==> config.mk <==
export PLATFORM = sky130hd
export DESIGN_NAME = init_config_and_mode_select
export DESIGN_NICKNAME = d
export VERILOG_FILES = /design/src/verilog/init_config_and_mode_select.v
export VERILOG_INCLUDE_DIRS = /design/src /design/src/pkg
export SDC_FILE = /design/constraint.sdc
export NUM_CORES = 1
export LEC_CHECK = 0
export BUFFER_PORTS_ARGS = -buffer_cell sky130_fd_sc_hd__buf_2
export CAP_MARGIN = 20
export CORE_MARGIN = 4
export CORE_UTILIZATION = 54
export DETAILED_ROUTE_END_ITERATION = 6
export MAX_ROUTING_LAYER = met4
export PLACE_DENSITY = 0.74
export SYNTH_ARGS = -nofsm -noshare
export SYNTH_HDL_FRONTEND = slang
export SYNTH_SLANG_ARGS = --single-unit
==> constraint.sdc <==
create_clock -name ref_clk -period 2.3 [get_ports ref_clk]
set_input_delay 0.115 -clock ref_clk [delete_from_list [all_inputs] [get_ports ref_clk]]
set_output_delay 0.115 -clock ref_clk [all_outputs]
set_load 0.05 [all_outputs]
==> src/pkg/init_cfg_defs.vh <==
// constants for the init-setup and secured-mode register bank
`ifndef INIT_CFG_DEFS_VH
`define INIT_CFG_DEFS_VH

// ----------------------------------------------------------------
// frame fields and register addresses
// ----------------------------------------------------------------
`define CMD_READ         2'h0
`define CMD_WRITE        2'h1
`define ADDR_MISC        5'h08
`define ADDR_MODE        5'h09
`define FRAME_BITS       5'h10
`define FIRST_BYTE_BITS  5'h08

// ----------------------------------------------------------------
// reset values
// ----------------------------------------------------------------
`define MISC_RESET       8'h00
`define MODE_RESET       8'h00
`define LFSR_SEED        6'h2d
`define PIN_IDLE         3'h4

// ----------------------------------------------------------------
// init_misc_setup field positions
// ----------------------------------------------------------------
`define MISC_RND_GATE    7
`define MISC_PARITY_EN   6
`define MISC_INT_LEVEL   5
`define MISC_INT_WIDTH   4
`define MISC_INT_HALF    3
`define MISC_DBG_EN      2

// ----------------------------------------------------------------
// target-mode codes and device mode codes
// ----------------------------------------------------------------
`define SEL_RESET        2'h0
`define SEL_INIT         2'h1
`define SEL_REPROG       2'h2
`define DEV_RESET        3'h0
`define DEV_INIT         3'h1
`define DEV_NORMAL       3'h2
`define DEV_REPROG       3'h3
`define DEV_LOWPOWER     3'h4

// ----------------------------------------------------------------
// timing
// ----------------------------------------------------------------
`define CLK_MHZ          250
`define INT_LONG_US      100
`define INT_SHORT_US     25
`define INT_LONG_CYC     (`INT_LONG_US * `CLK_MHZ)
`define INT_SHORT_CYC    (`INT_SHORT_US * `CLK_MHZ)

`endif

==> src/verilog/init_config_and_mode_select.v <==
// spi-reached init setup register and secured mode-select register
`timescale 1ns/10ps
`include "init_cfg_defs.vh"

module init_config_and_mode_select #(
  parameter INT_LONG_CYC  = `INT_LONG_CYC,     // long interrupt pulse in cycles
  parameter INT_SHORT_CYC = `INT_SHORT_CYC     // short interrupt pulse in cycles
) (
  input  wire       ref_clk,                   // 250 mhz device clock
  input  wire       rst,                       // synchronous reset, active high
  input  wire       spi_sclk,                  // spi clock pin from host
  input  wire       spi_mosi,                  // spi data in pin
  input  wire       spi_cs_n,                  // spi chip select pin, active low
  output reg        spi_miso,                  // spi data out
  output reg        spi_miso_oe_n,             // low while driving miso
  input  wire [2:0] dev_mode,                  // current device mode
  input  wire       lp_req,                    // low-power entry request pulse
  input  wire [2:0] lp_code,                   // inverted random bits 2..0 from mode register
  output reg        lp_grant,                  // low-power entry accepted pulse
  output reg        lp_deny,                   // low-power entry refused pulse
  input  wire       wd_half,                   // half watchdog period reached pulse
  input  wire       int_event,                 // interrupt event pulse
  input  wire       int_ack,                   // interrupt flags read, release level
  input  wire [1:0] res_detect,                // resistor variant seen at config pin
  input  wire       flag_clr,                  // clear debug-resistor flag
  output reg        mode_req,                  // accepted secured mode change pulse
  output reg  [1:0] mode_req_sel,              // target mode of that change
  output reg        safe_n,                    // fail-safe output, active low
  output reg  [1:0] failsafe_variant,          // variant in force
  output reg        failsafe_override,         // variant comes from register
  output reg        dbg_res_flag,              // debug-resistor mismatch flag
  output reg        parity_err,                // parity error on last write
  output reg        int_n                      // interrupt output, active low
);

  // ----------------------------------------------------------------
  // declarations
  // ----------------------------------------------------------------
  localparam [2:0] PIN_IDLE_LVL = `PIN_IDLE;   // cs_n high, mosi and sclk low
  wire [2:0]  pin_reg;                         // filtered sclk, mosi, cs_n
  wire [2:0]  pin_prev_reg;                    // filtered pins one cycle back
  reg  [4:0]  bit_cnt_reg;
  reg  [15:0] shift_reg;
  reg  [7:0]  miso_sh_reg;
  reg  [7:0]  init_misc_setup_reg;
  reg  [7:0]  secured_mode_select_reg;
  reg  [5:0]  lfsr_reg;
  reg  [5:0]  rnd_reg;                         // last issued random code
  reg         rnd_valid_reg;
  reg  [14:0] int_cnt_reg;
  reg  [14:0] int_cnt_next;
  reg         int_hold_reg;
  reg         int_hold_next;
  wire [2:0]  pin_raw;
  wire        sclk_rise;
  wire        sclk_fall;
  wire        cs_fall;
  wire        cs_rise;
  wire        cs_active;
  wire [7:0]  first_byte;
  wire [1:0]  f_cmd;
  wire [4:0]  f_addr;
  wire [7:0]  f_data;
  wire        frame_done;
  wire        parity_ok;
  wire        wr_misc;
  wire        wr_mode;
  wire        code_inv;
  wire        code_safe;
  wire        mode_ok;
  wire        int_fire;

  // code matches the inverse of the random code in the masked bits
  function inv_match;
    input [5:0] code;
    input [5:0] rnd;
    input [5:0] mask;
    begin
      inv_match = ((code ^ rnd) & mask) == mask;
    end
  endfunction

  // ----------------------------------------------------------------
  // pin synchronisers
  // ----------------------------------------------------------------
  assign pin_raw = {spi_cs_n, spi_mosi, spi_sclk};

  // three flops per pin, a change counts once second and third agree;
  // reset to the idle level so no false edge follows reset
  genvar gi;
  generate
    for (gi = 0; gi < 3; gi = gi + 1) begin : g_sync
      reg [2:0] sync_reg;                      // first, second, third flop
      reg       filt_reg;                      // filtered level
      reg       filt_prev_reg;                 // filtered level one cycle back
      always @(posedge ref_clk) begin
        if (rst) begin
          sync_reg      <= {3{PIN_IDLE_LVL[gi]}};
          filt_reg      <= PIN_IDLE_LVL[gi];
          filt_prev_reg <= PIN_IDLE_LVL[gi];
        end else begin
          sync_reg <= {sync_reg[1:0], pin_raw[gi]};
          if (sync_reg[1] == sync_reg[2]) begin
            filt_reg <= sync_reg[2];
          end
          filt_prev_reg <= filt_reg;
        end
      end
      assign pin_reg[gi]      = filt_reg;
      assign pin_prev_reg[gi] = filt_prev_reg;
    end
  endgenerate

  assign sclk_rise = pin_reg[0] & ~pin_prev_reg[0];
  assign sclk_fall = ~pin_reg[0] & pin_prev_reg[0];
  assign cs_fall   = ~pin_reg[2] & pin_prev_reg[2];
  assign cs_rise   = pin_reg[2] & ~pin_prev_reg[2];
  assign cs_active = ~pin_reg[2];

  // ----------------------------------------------------------------
  // frame decode
  // ----------------------------------------------------------------
  assign first_byte = {shift_reg[6:0], pin_reg[1]};
  assign f_cmd      = shift_reg[15:14];
  assign f_addr     = shift_reg[13:9];
  assign f_data     = shift_reg[7:0];
  assign frame_done = cs_rise && (bit_cnt_reg == `FRAME_BITS) && (f_cmd == `CMD_WRITE);
  // even parity over all sixteen bits, checked only when enabled
  assign parity_ok  = ~init_misc_setup_reg[`MISC_PARITY_EN] | ~(^shift_reg);
  assign wr_misc    = frame_done && parity_ok && (f_addr == `ADDR_MISC)
                      && (dev_mode == `DEV_INIT);
  assign wr_mode    = frame_done && parity_ok && (f_addr == `ADDR_MODE);
  assign code_inv   = rnd_valid_reg && inv_match(f_data[5:0], rnd_reg, 6'h3f);
  assign code_safe  = rnd_valid_reg && inv_match(f_data[5:0], rnd_reg, 6'h0f)
                      && (f_data[5:4] == rnd_reg[5:4]);
  // target codes and the mode each may be entered from
  assign mode_ok    = (f_data[7:6] == `SEL_RESET) || (f_data[7:6] == `SEL_REPROG)
                      || ((f_data[7:6] == `SEL_INIT) && (dev_mode == `DEV_NORMAL));

  // ----------------------------------------------------------------
  // spi shifting and read answers
  // ----------------------------------------------------------------
  // mode 0: capture on sclk rise, present on sclk fall, answer in second byte
  always @(posedge ref_clk) begin
    if (rst) begin
      bit_cnt_reg   <= 5'h00;
      shift_reg     <= 16'h0000;
      miso_sh_reg   <= 8'h00;
      spi_miso      <= 1'b0;
      spi_miso_oe_n <= 1'b1;
    end else begin
      spi_miso_oe_n <= ~cs_active;
      if (cs_fall) begin
        bit_cnt_reg <= 5'h00;
        shift_reg   <= 16'h0000;
        spi_miso    <= 1'b0;
      end else if (cs_active && sclk_rise && bit_cnt_reg != `FRAME_BITS) begin
        shift_reg   <= {shift_reg[14:0], pin_reg[1]};
        bit_cnt_reg <= bit_cnt_reg + 5'h01;
        if (bit_cnt_reg == `FIRST_BYTE_BITS - 5'h01) begin
          if (first_byte[5:1] == `ADDR_MISC) begin
            miso_sh_reg <= init_misc_setup_reg;
          end else if (first_byte[5:1] == `ADDR_MODE) begin
            miso_sh_reg <= {secured_mode_select_reg[7:6], lfsr_reg};
          end else begin
            miso_sh_reg <= 8'h00;
          end
        end
      end else if (cs_active && sclk_fall && bit_cnt_reg >= `FIRST_BYTE_BITS
                   && bit_cnt_reg != `FRAME_BITS) begin
        spi_miso    <= miso_sh_reg[7];
        miso_sh_reg <= {miso_sh_reg[6:0], 1'b0};
      end
    end
  end

  // ----------------------------------------------------------------
  // registers, random code and secured mode change
  // ----------------------------------------------------------------
  // free-running code source, latched when the mode register is read
  always @(posedge ref_clk) begin
    if (rst) begin
      lfsr_reg                <= `LFSR_SEED;
      rnd_reg                 <= 6'h00;
      rnd_valid_reg           <= 1'b0;
      init_misc_setup_reg     <= `MISC_RESET;
      secured_mode_select_reg <= `MODE_RESET;
      mode_req                <= 1'b0;
      mode_req_sel            <= 2'h0;
      safe_n                  <= 1'b1;
      parity_err              <= 1'b0;
    end else begin
      lfsr_reg <= {lfsr_reg[4:0], lfsr_reg[5] ^ lfsr_reg[4]};
      mode_req <= 1'b0;
      if (cs_active && sclk_rise && bit_cnt_reg == `FIRST_BYTE_BITS - 5'h01
          && first_byte[7:6] == `CMD_READ && first_byte[5:1] == `ADDR_MODE) begin
        rnd_reg       <= lfsr_reg;
        rnd_valid_reg <= 1'b1;
      end else if (wr_mode) begin
        rnd_valid_reg <= 1'b0;
      end
      if (frame_done) begin
        parity_err <= ~parity_ok;
      end
      if (wr_misc) begin
        init_misc_setup_reg <= f_data;
      end
      // full inverse changes mode; split code from init drives fail-safe low
      if (wr_mode && code_inv && mode_ok) begin
        secured_mode_select_reg <= f_data;
        mode_req                <= 1'b1;
        mode_req_sel            <= f_data[7:6];
      end else if (wr_mode && code_safe && f_data[7:6] == `SEL_INIT
                   && dev_mode == `DEV_INIT) begin
        secured_mode_select_reg <= f_data;
        safe_n                  <= 1'b0;
      end
    end
  end

  // ----------------------------------------------------------------
  // low-power entry check
  // ----------------------------------------------------------------
  always @(posedge ref_clk) begin
    if (rst) begin
      lp_grant <= 1'b0;
      lp_deny  <= 1'b0;
    end else begin
      lp_grant <= lp_req && (~init_misc_setup_reg[`MISC_RND_GATE]
                  || (rnd_valid_reg && inv_match({3'h0, lp_code}, rnd_reg, 6'h07)));
      lp_deny  <= lp_req && init_misc_setup_reg[`MISC_RND_GATE]
                  && ~(rnd_valid_reg && inv_match({3'h0, lp_code}, rnd_reg, 6'h07));
    end
  end

  // ----------------------------------------------------------------
  // debug resistor and fail-safe variant
  // ----------------------------------------------------------------
  // field low bits 00 b3, 01 b2, 10 b1, 11 a; same coding as res_detect
  always @(posedge ref_clk) begin
    if (rst) begin
      dbg_res_flag      <= 1'b0;
      failsafe_variant  <= 2'h0;
      failsafe_override <= 1'b0;
    end else begin
      if (init_misc_setup_reg[`MISC_DBG_EN]
          && res_detect != init_misc_setup_reg[1:0]) begin
        dbg_res_flag <= 1'b1;
      end else if (flag_clr) begin
        dbg_res_flag <= 1'b0;
      end
      failsafe_override <= init_misc_setup_reg[`MISC_DBG_EN];
      failsafe_variant  <= init_misc_setup_reg[`MISC_DBG_EN] ?
                           init_misc_setup_reg[1:0] : res_detect;
    end
  end

  // ----------------------------------------------------------------
  // interrupt output shaping
  // ----------------------------------------------------------------
  assign int_fire = int_event || (wd_half && init_misc_setup_reg[`MISC_INT_HALF]
                    && dev_mode == `DEV_REPROG);

  // pulse counter or held level; a new event wins over the release
  always @* begin
    int_cnt_next  = int_cnt_reg;
    int_hold_next = int_hold_reg;
    if (int_fire && ~init_misc_setup_reg[`MISC_INT_LEVEL]) begin
      int_cnt_next = init_misc_setup_reg[`MISC_INT_WIDTH] ?
                     INT_SHORT_CYC[14:0] : INT_LONG_CYC[14:0];
    end else if (int_cnt_reg != 15'h0000) begin
      int_cnt_next = int_cnt_reg - 15'h0001;
    end
    if (int_fire && init_misc_setup_reg[`MISC_INT_LEVEL]) begin
      int_hold_next = 1'b1;
    end else if (int_ack) begin
      int_hold_next = 1'b0;
    end
  end

  always @(posedge ref_clk) begin
    if (rst) begin
      int_cnt_reg  <= 15'h0000;
      int_hold_reg <= 1'b0;
      int_n        <= 1'b1;
    end else begin
      int_cnt_reg  <= int_cnt_next;
      int_hold_reg <= int_hold_next;
      int_n        <= ~(int_hold_next || int_cnt_next != 15'h0000);
    end
  end

endmodule // init_config_and_mode_select

==> results of run 1 <==
[power by group through the flow]
| stage | Combinational, uW | Clock [uW] | Sequential, uW |
|---|---|---|---|
| 3_3_place_gp | 256 | 0 | 1750 |
| 4_1_cts | 268 | 1430 | 1720 |
| 6_report | 272 | 1400 | 1720 |
| 2_1_floorplan | 183 | 0 | 1760 |
| 3_5_place_dp | 262 | 0 | 1760 |
| 5_1_grt | 301 | 1480 | 1730 |
[layer usage]
layer  GRT usage, %  up-vias  share of wire, %
met5              -        -                 0
met4          7.561        0               1.8
met3          3.071       20               7.2
met2          33.04      157                45
met1          28.96     1717                46
li1               -     1841                 -
[what timing repair did]
item	4_1_cts	5_1_grt
resized for setup	1	8
endpoints found under the setup margin	12	5
gates cloned	0	0
hold buffers	3	0
pin swaps	1	5
endpoints found under the hold margin	3	0
[area by class of cell]
cell class	instances	area, um2
inverter	16	60.06
clock inverter	6	133.9
tap	102	127.6
timing repair buffer	57	357.8
sequential	95	1904
fill	660	2716
clock buffer	9	123.9
multi-input combinational	378	2384
[how the worst max path moves through the flow]
stage                  startpoint                    endpoint  slack (ns)  cells past startpoint
CTS                 shift_reg[15]             mode_req_sel[0]        0.04                      7
finish               shift_reg[2]             mode_req_sel[0]        0.07                      7
detailed placement   shift_reg[2]             mode_req_sel[0]       -0.08                      7
global placement     shift_reg[2]  secured_mode_select_reg[7]       -0.01                      7
floorplan            shift_reg[6]      init_misc_setup_reg[2]      0.0007                      7
global route         shift_reg[2]             mode_req_sel[0]       0.002                      7
[per-stage QoR]
step           total power [uW]  setup slack [ns]  cell area (um2)  utilization, %
2_1_floorplan              1940         0.0007161             4372               -
3_3_place_gp               2011          -0.01393             4730           60.58
3_5_place_dp               2018          -0.08417             4730           60.58
4_1_cts                    3413           0.04158             5025           64.36
5_1_grt                    3504          0.002443             5091           65.21
6_report                   3394           0.07492             5091           65.21
[critical path, cell delays in order, from the launching register on]
cell and delay [ns]:
dfxtp_1 0.34, inv_1 0.09, ha_4 0.27, xnor2_4 0.17, xnor2_2 0.13, xnor3_2 0.52, a2111oi_4 0.40, mux2i_1 0.23
[layout by cell type (no fill, tap or decap), drive strengths merged, types with 3 or more instances in the layout]
cell	instances
a211oi	3
a21oi	40
a31oi	3
and2	3
buf	54
bufinv	4
clkbuf	9
clkinv	3
dfxtp	95
dlygate4sd3	3
ha	10
inv	15
mux2i	22
nand2	90
nand2b	7
nand3	3
nand4	7
nor2	52
nor2b	11
nor3	26
nor3b	3
nor4	6
o21a	3
o21ai	6
o311a	8
or2	8
or3	3
or4	3
xnor2	19
xor2	14
[cell families after synthesis]
kind of cell	count (synthesis)	share of synthesized area [%]
compound gates	77	12.08
mux	23	5.295
xor+xnor	34	7.155
buf+inv	41	3.606
fa+ha+maj	10	2.862
simple gates	234	25.50
flops	95	43.50
==> results.json, run 1 <==
{
  "grt_overflow_total": 0,
  "largest_reg_flops": 16,
  "cts.sinks": 95,
  "swShare_pct": 22.69,
  "min_to": "g_sync[0].sync_reg[0]",
  "pwr-share-clk_pct": 41.3,
  "grt_pass1_vias": 3415,
  "io_buffers": 31,
  "cap_viol_max_count": 0,
  "viasPerCell": 5.633,
  "htreeDepth": 3,
  "synth_most_common_cell": "dfxtp_1",
  "cts_tree": "built",
  "antenna_found_initial": 0,
  "gp_congestion": 0.9301,
  "postCtsSetupBuffers": 0,
  "crit_type": "flip-flop to flip-flop",
  "synth_edf_count": 0,
  "outcome": "finished with violations",
  "ys.flop_type": "dfxtp_1",
  "drcViolationCount": 0,
  "numCtsBuffers": 9,
  "ys_seq_elements": 95,
  "routed_wl_um": 10090,
  "num_antenna_cells": 0,
  "hold_depth": 2,
  "startpoint_type": "flip-flop",
  "rows": 32,
  "reg2reg_from": "shift_reg[2]",
  "synthTopCellsByArea": "dfxtp_1 (44%), nand2_1 (7.7%), mux2i_1 (5.0%), a21oi_1 (4.5%), nor2_1 (4.5%)",
  "fmax_ghz": 0.4494,
  "path_clk_slew_ns": 0.09,
  "dpl.hpwl_um": 6893,
  "cp.required_ns": 2.59,
  "synthTopCellsByCount": "dfxtp_1 (95), nand2_1 (90), nor2_1 (52)",
  "yosys.area.top_type": "dfxtp_1",
  "drt-pass1-iter-count": 5,
  "first_iter_violations": 193,
  "ant_nets": 0,
  "r2r_cells": 7,
  "final_nets": 585,
  "endpoint_kind": "flip-flop",
  "synthCells": 514,
  "maxSlewHeadroom_pct": 46.26,
  "irDropWorstVdd_v": 0.0003329,
  "p_per_area_mw_per_mm2": 666.6,
  "synth-async-reset-ratio_pct": 0,
  "pwr-share-comb_pct": 8.0,
  "routedWlPerCell_um": 15.22,
  "whs_ns": -0.005637,
  "ys_seq_area_share_pct": 43.50,
  "grt_max_degree": 42,
  "hold_start": "spi_sclk",
  "clkLatencyLatePin_ns": 0.35,
  "fp.dieH_um": 97.98,
  "route.vias.total": 3735,
  "hold_viol": 1,
  "fin_crit_ns": 2.225,
  "setup_tns_ns": 0,
  "hp-class": "input pin to flip-flop",
  "synthesis.nets": 542,
  "syn_avg_cell_area_um2": 8.505,
  "drive_gt1_share_pct": 15.86,
  "power.leakage_uw": 0.001905,
  "cts-root-buf": "clkbuf_8",
  "violations": "hold timing",
  "crit_path_max_fanout": 4,
  "synth_top_area_share_pct": 43.50,
  "crit_arrival_ns": 2.51,
  "io_pins": 32,
  "finalCritPeriodShare_pct": 96.74,
  "reg2reg_to": "mode_req_sel[0]",
  "syn-cell-area_mm2": 0.004372,
  "ys_types": 52,
  "ys_warn_count": 0,
  "drv_slew": 0,
  "place_inst": 645,
  "core_mm2": 0.007807,
  "die_area_mm2": 0.009599,
  "internal-power_uw": 2624,
  "skew_ns": 0.007460,
  "initial_utilization_pct": 55.99,
  "grt_pass1_wl_um": 16430,
  "rsz0062_at_grt": "no",
  "die_w_um": 97.98,
  "clockBufferDepth": 2,
  "r2r_slack_ns": 0.07,
  "worst_pin_slew_ns": 0.8011,
  "p_switching_uw": 770.0,
  "grtUsageTotal_pct": 21.48,
  "syn2layout_area_growth_pct": 16.46,
  "fin_cells": 663,
  "seqPwrFrac_pct": 50.7,
  "setup_viol": 0
}
Power figures use the tool's default switching activity.
==> run 2: changes to the inputs <==
==> constraint.sdc (replaced) <==
create_clock -name ref_clk -period 2.3 [get_ports ref_clk]
set_input_delay 0.23 -clock ref_clk [delete_from_list [all_inputs] [get_ports ref_clk]]
set_output_delay 0.23 -clock ref_clk [all_outputs]
set_load 0.05 [all_outputs]
==> run 2 against run 1 <==
The run now ends clean. Routed wire length decreased by 0.61%. Final area decreased by 0.59%. Maximum frequency increased by 0.35%. Die area unchanged. Via count decreased by 1.3%. Sequential share of layout area increased by 0.22 points. Sequential power about the same. Utilization decreased by 0.38 points. Non-clock buffer count decreased by 3. Critical endpoint unchanged.
==> results.json, run 2 (synthesis gave the netlist of run 1 again) <==
{
  "dpl.hpwl_um": 6893,
  "drcViolationCount": 0,
  "crit_buf_inv": 1,
  "gp_congestion": 0.9301,
  "cp-startpoint": "shift_reg[2]",
  "routed_wl_um": 10030,
  "placed_area_mm2": 0.004730,
  "cp.required_ns": 2.58,
  "clockBufferDepth": 2,
  "reg2reg_from": "shift_reg[2]",
  "path_delay_family": "XOR/XNOR gates",
  "largest_reg_flops": 16,
  "antenna_found_initial": 0,
  "grt_max_degree": 42,
  "viasPerCell": 5.588,
  "die_w_um": 97.98,
  "drv_slew": 0,
  "endpoint_kind": "flip-flop",
  "setup_tns_ns": 0,
  "drt-pass1-iter-count": 5,
  "route.vias.total": 3688,
  "r2r_slack_ns": 0.08,
  "ctsHoldBuffers": 0,
  "num_antenna_cells": 0,
  "power_uw": 3390,
  "fin_crit_ns": 2.217,
  "cts-root-buf": "clkbuf_8",
  "io_buffers": 31,
  "ant_nets": 0,
  "first_iter_violations": 210,
  "cp_slowest_stage_delay_ns": 0.52,
  "stdcell_area_mm2": 0.005061,
  "grtUsageTotal_pct": 21.29,
  "drive_gt1_share_pct": 15.95,
  "final_nets": 582,
  "worst_pin_slew_ns": 0.8047,
  "power.leakage_uw": 0.001892,
  "grt_overflow_total": 0,
  "crit_slowest_cell": "xnor3_2",
  "rows": 32,
  "finalCritPeriodShare_pct": 96.41,
  "syn2layout_area_growth_pct": 15.77,
  "core_mm2": 0.007807,
  "htreeDepth": 3,
  "crit_path_max_fanout": 4,
  "crit_arrival_ns": 2.50,
  "fp.dieH_um": 97.98,
  "rsz0062_at_grt": "no",
  "hold_viol": 0,
  "clkLatencyLatePin_ns": 0.36,
  "grt_pass1_wl_um": 16310,
  "p_per_area_mw_per_mm2": 669.7,
  "cap_viol_max_count": 0,
  "numCtsBuffers": 9,
  "cts.sinks": 95,
  "hp-class": "input pin to flip-flop",
  "crit_chain": "inv_1 > ha_4 > xnor2_4 > xnor2_2 > xnor3_2 > a2111oi_4 > mux2i_1",
  "fmax_ghz": 0.4510,
  "irDropWorstVdd_v": 0.0003264,
  "io_pins": 32,
  "hold_start": "spi_cs_n",
  "final_cell_mix": "dfxtp_1 (93), nand2_1 (90), nor2_1 (52)",
  "path_clk_slew_ns": 0.09,
  "maxSlewHeadroom_pct": 46.02,
  "cts_tree": "built",
  "setup_viol": 0,
  "grt_pass1_vias": 3374,
  "initial_utilization_pct": 55.99,
  "die_area_mm2": 0.009599,
  "routedWlPerCell_um": 15.20,
  "whs_ns": 0.05347,
  "outcome": "finished clean",
  "final_common_cell": "dfxtp_1",
  "startpoint_type": "flip-flop",
  "crit_type": "flip-flop to flip-flop",
  "skew_ns": 0.008493
}
run 2: final timing paths:
kind | endpoint | cells past startpoint
worst max-delay path | mode_req_sel[0] | 7
worst min-delay path | g_sync[2].sync_reg[0] | 2
worst max register to register | mode_req_sel[0] | 7
worst min register to register | g_sync[2].sync_reg[1] | 1
run 2: per-layer routing:
| metal | global-route usage (%) | vias up | wire, um |
|---|---|---|---|
| met5 | - | - | 0 |
| met4 | 7.561 | 0 | 186 |
| met3 | 3.143 | 16 | 463 |
| met2 | 32.72 | 108 | 4538 |
| met1 | 28.65 | 1726 | 4842 |
| li1 | - | 1838 | - |
run 2: power by group:
part	internal (uW)	switching [uW]
Combinational	113	154
Sequential	1680	39.6
Clock	826	576
run 2: stage by stage:
stage               worst slack, ns  util (%)  instances
floorplan                 0.0007161         -        514
global placement           -0.01393     60.58        645
detailed placement         -0.08417     60.58        645
CTS                         0.04158     63.97        660
global route               0.002443     64.82        660
finish                      0.08259     64.82        660
run 2: area by class of cell:
cell class | count | area [um2]
timing repair buffer | 54 | 327.8
clock buffer | 9 | 123.9
inverter | 16 | 60.06
fill | 664 | 2746
clock inverter | 6 | 133.9
sequential | 95 | 1904
multi-input combinational | 378 | 2384
tap | 102 | 127.6
run 2: what timing repair did:
action | in CTS | in global routing
buffers inserted | 0 | 0
pin swaps | 1 | 5
resized for setup | 1 | 8
endpoints found under the setup margin | 12 | 5
==> run 3: changes to the inputs <==
- PLACE_DENSITY: 0.74 -> 0.81
==> run 3 against run 2 <==
Final area fell by 0.69%. Power shrank 6.7%. Sequential cell count stayed put. Routed wire length rose by 3.9%. Sequential power about the same. Via count increased by 3.5%. Worst setup slack worse by 0.023 ns. Clock power decreased by 16%. Cell count is 0.45% higher. Highest routed layer unchanged. Count of clock-buffer cells in the layout stayed put. Maximum frequency shrank 1.0%.
==> results.json, run 3 (synthesis gave the netlist of run 1 again) <==
{
  "p_per_area_mw_per_mm2": 629.4,
  "cp_slowest_stage_delay_ns": 0.42,
  "die_w_um": 97.98,
  "num_antenna_cells": 0,
  "rsz0062_at_grt": "yes",
  "worst_slack_ns": 0.05910,
  "dpl.hpwl_um": 7354,
  "ant_nets": 0,
  "skew_ns": 0.01215,
  "internal-power_uw": 2397,
  "power_uw": 3163,
  "first_iter_violations": 190,
  "crit_chain": "inv_1 > ha_1 > nand4bb_1 > nor4b_1 > buf_4 > nand2_1 > a2111oi_4 > mux2i_1",
  "cp-endpoint": "mode_req_sel[1]",
  "final_cell_mix": "nand2_1 (90), dfxtp_1 (90), nor2_1 (52)",
  "grtUsageTotal_pct": 22.33,
  "die_area_mm2": 0.009599,
  "grt_pass1_vias": 3545,
  "clkLatencyLatePin_ns": 0.36,
  "fp.dieH_um": 97.98,
  "cp-startpoint": "bit_cnt_reg[0]",
  "antenna_found_initial": 0,
  "fin_cells": 663,
  "io_buffers": 31,
  "setup_tns_ns": 0,
  "route.vias.total": 3816,
  "drive_gt1_share_pct": 17.83,
  "crit_arrival_ns": 2.53,
  "worst_pin_slew_ns": 0.7550,
  "finalCritPeriodShare_pct": 97.43,
  "r2r_slack_ns": 0.06,
  "grt_max_degree": 30,
  "seqPwrFrac_pct": 54.4,
  "gp_congestion": 0.9273,
  "cap_viol_max_count": 0,
  "hold_viol": 0,
  "crit_type": "flip-flop to flip-flop",
  "pwr-share-clk_pct": 37.2,
  "drv_slew": 0,
  "grt_pass1_wl_um": 17010,
  "final_nets": 585,
  "pre_cts_slack_ns": -0.02526,
  "crit_slowest_cell": "nor4b_1",
  "outcome": "finished clean",
  "largest_reg_flops": 16,
  "endpoint_kind": "flip-flop",
  "reg2reg_to": "mode_req_sel[1]",
  "grt_overflow_total": 0,
  "initial_utilization_pct": 55.99,
  "fin_crit_ns": 2.241,
  "drt-pass1-iter-count": 5,
  "setup_viol": 0,
  "place_inst": 646,
  "routedWlPerCell_um": 15.72,
  "reg2reg_from": "bit_cnt_reg[0]",
  "p_switching_uw": 766.5,
  "irDropWorstVdd_v": 0.0004280,
  "path_clk_slew_ns": 0.09,
  "pwr-share-comb_pct": 8.4,
  "clockBufferDepth": 2,
  "stdcell_area_mm2": 0.005026,
  "cts-root-buf": "clkbuf_8",
  "viasPerCell": 5.756,
  "maxSlewHeadroom_pct": 49.35,
  "drcViolationCount": 0,
  "htreeDepth": 3,
  "core_mm2": 0.007807,
  "power.leakage_uw": 0.001879,
  "swShare_pct": 24.23,
  "cts.sinks": 95,
  "placed_area_mm2": 0.004737,
  "crit_path_max_fanout": 4,
  "cts_tree": "built",
  "fmax_ghz": 0.4463,
  "routed_wl_um": 10420,
  "io_pins": 32,
  "cp.required_ns": 2.58,
  "startpoint_type": "flip-flop",
  "hp-class": "input pin to flip-flop",
  "rows": 32,
  "syn2layout_area_growth_pct": 14.97,
  "numCtsBuffers": 9,
  "r2r_cells": 8
}
[run 3: worst min-delay path by stage]
stage                                      from                    end  slack, ns  depth (start not counted)
final                                  spi_cs_n  g_sync[2].sync_reg[0]       0.06                          2
after floorplan                        spi_cs_n  g_sync[2].sync_reg[0]       0.33                          1
after global placement    g_sync[2].sync_reg[0]  g_sync[2].sync_reg[1]       0.41                          1
after CTS                              spi_cs_n  g_sync[2].sync_reg[0]       0.05                          2
after detailed placement  g_sync[2].sync_reg[0]  g_sync[2].sync_reg[1]       0.40                          1
after global routing                   spi_cs_n  g_sync[2].sync_reg[0]       0.06                          2
[run 3: layer usage]
layer,GRT usage [%],up-vias,share of wire (%),routed length [um]
met2,34.24,136,46,4819
met4,7.242,0,1.9,201
met5,-,-,0,0
met3,5.143,20,7.4,766
met1,29.22,1819,44,4634
li1,-,1841,-,-
[run 3: repair_timing]
| action | in CTS | in global routing |
|---|---|---|
| hold buffers | 0 | 0 |
| setup endpoints to repair | 4 | 9 |
| resized for setup | 0 | 16 |
| setup buffers | 0 | 2 |
| pin swaps | 4 | 5 |
[run 3: final cells by class]
| cell class | count | area [um2] |
|---|---|---|
| flip-flops and latches | 95 | 1908 |
| clock inverters | 6 | 86.33 |
| multi-input cells | 378 | 2370 |
| clock buffers | 9 | 123.9 |
| repair buffers | 57 | 350.3 |
| inverters | 16 | 60.06 |
| fillers | 628 | 2781 |
| well taps | 102 | 127.6 |
[run 3: critical path, delay by kind of cell, from the launching register on]
| kind | cells | cell delay, ns |
|---|---|---|
| compound gates | 1 | 0.38 |
| fa+ha+maj | 1 | 0.16 |
| buf+inv | 2 | 0.27 |
| flops | 1 | 0.36 |
| mux | 1 | 0.26 |
| simple gates | 3 | 0.72 |
[run 3: stage by stage]
stage          util, %  hold slack, ns
2_1_floorplan        -          0.3338
5_1_grt          64.38         0.05530
3_5_place_dp     60.67          0.4032
6_report         64.38         0.05892
4_1_cts          63.37         0.05300
3_3_place_gp     60.67          0.4076
[run 3: power groups by stage]
stage	sequential, uW	combinational, uW	clock, uW
after floorplan	1760	183	0
after global placement	1760	256	0
after detailed placement	1760	260	0
after CTS	1720	261	1190
after global routing	1730	293	1260
final	1720	267	1180
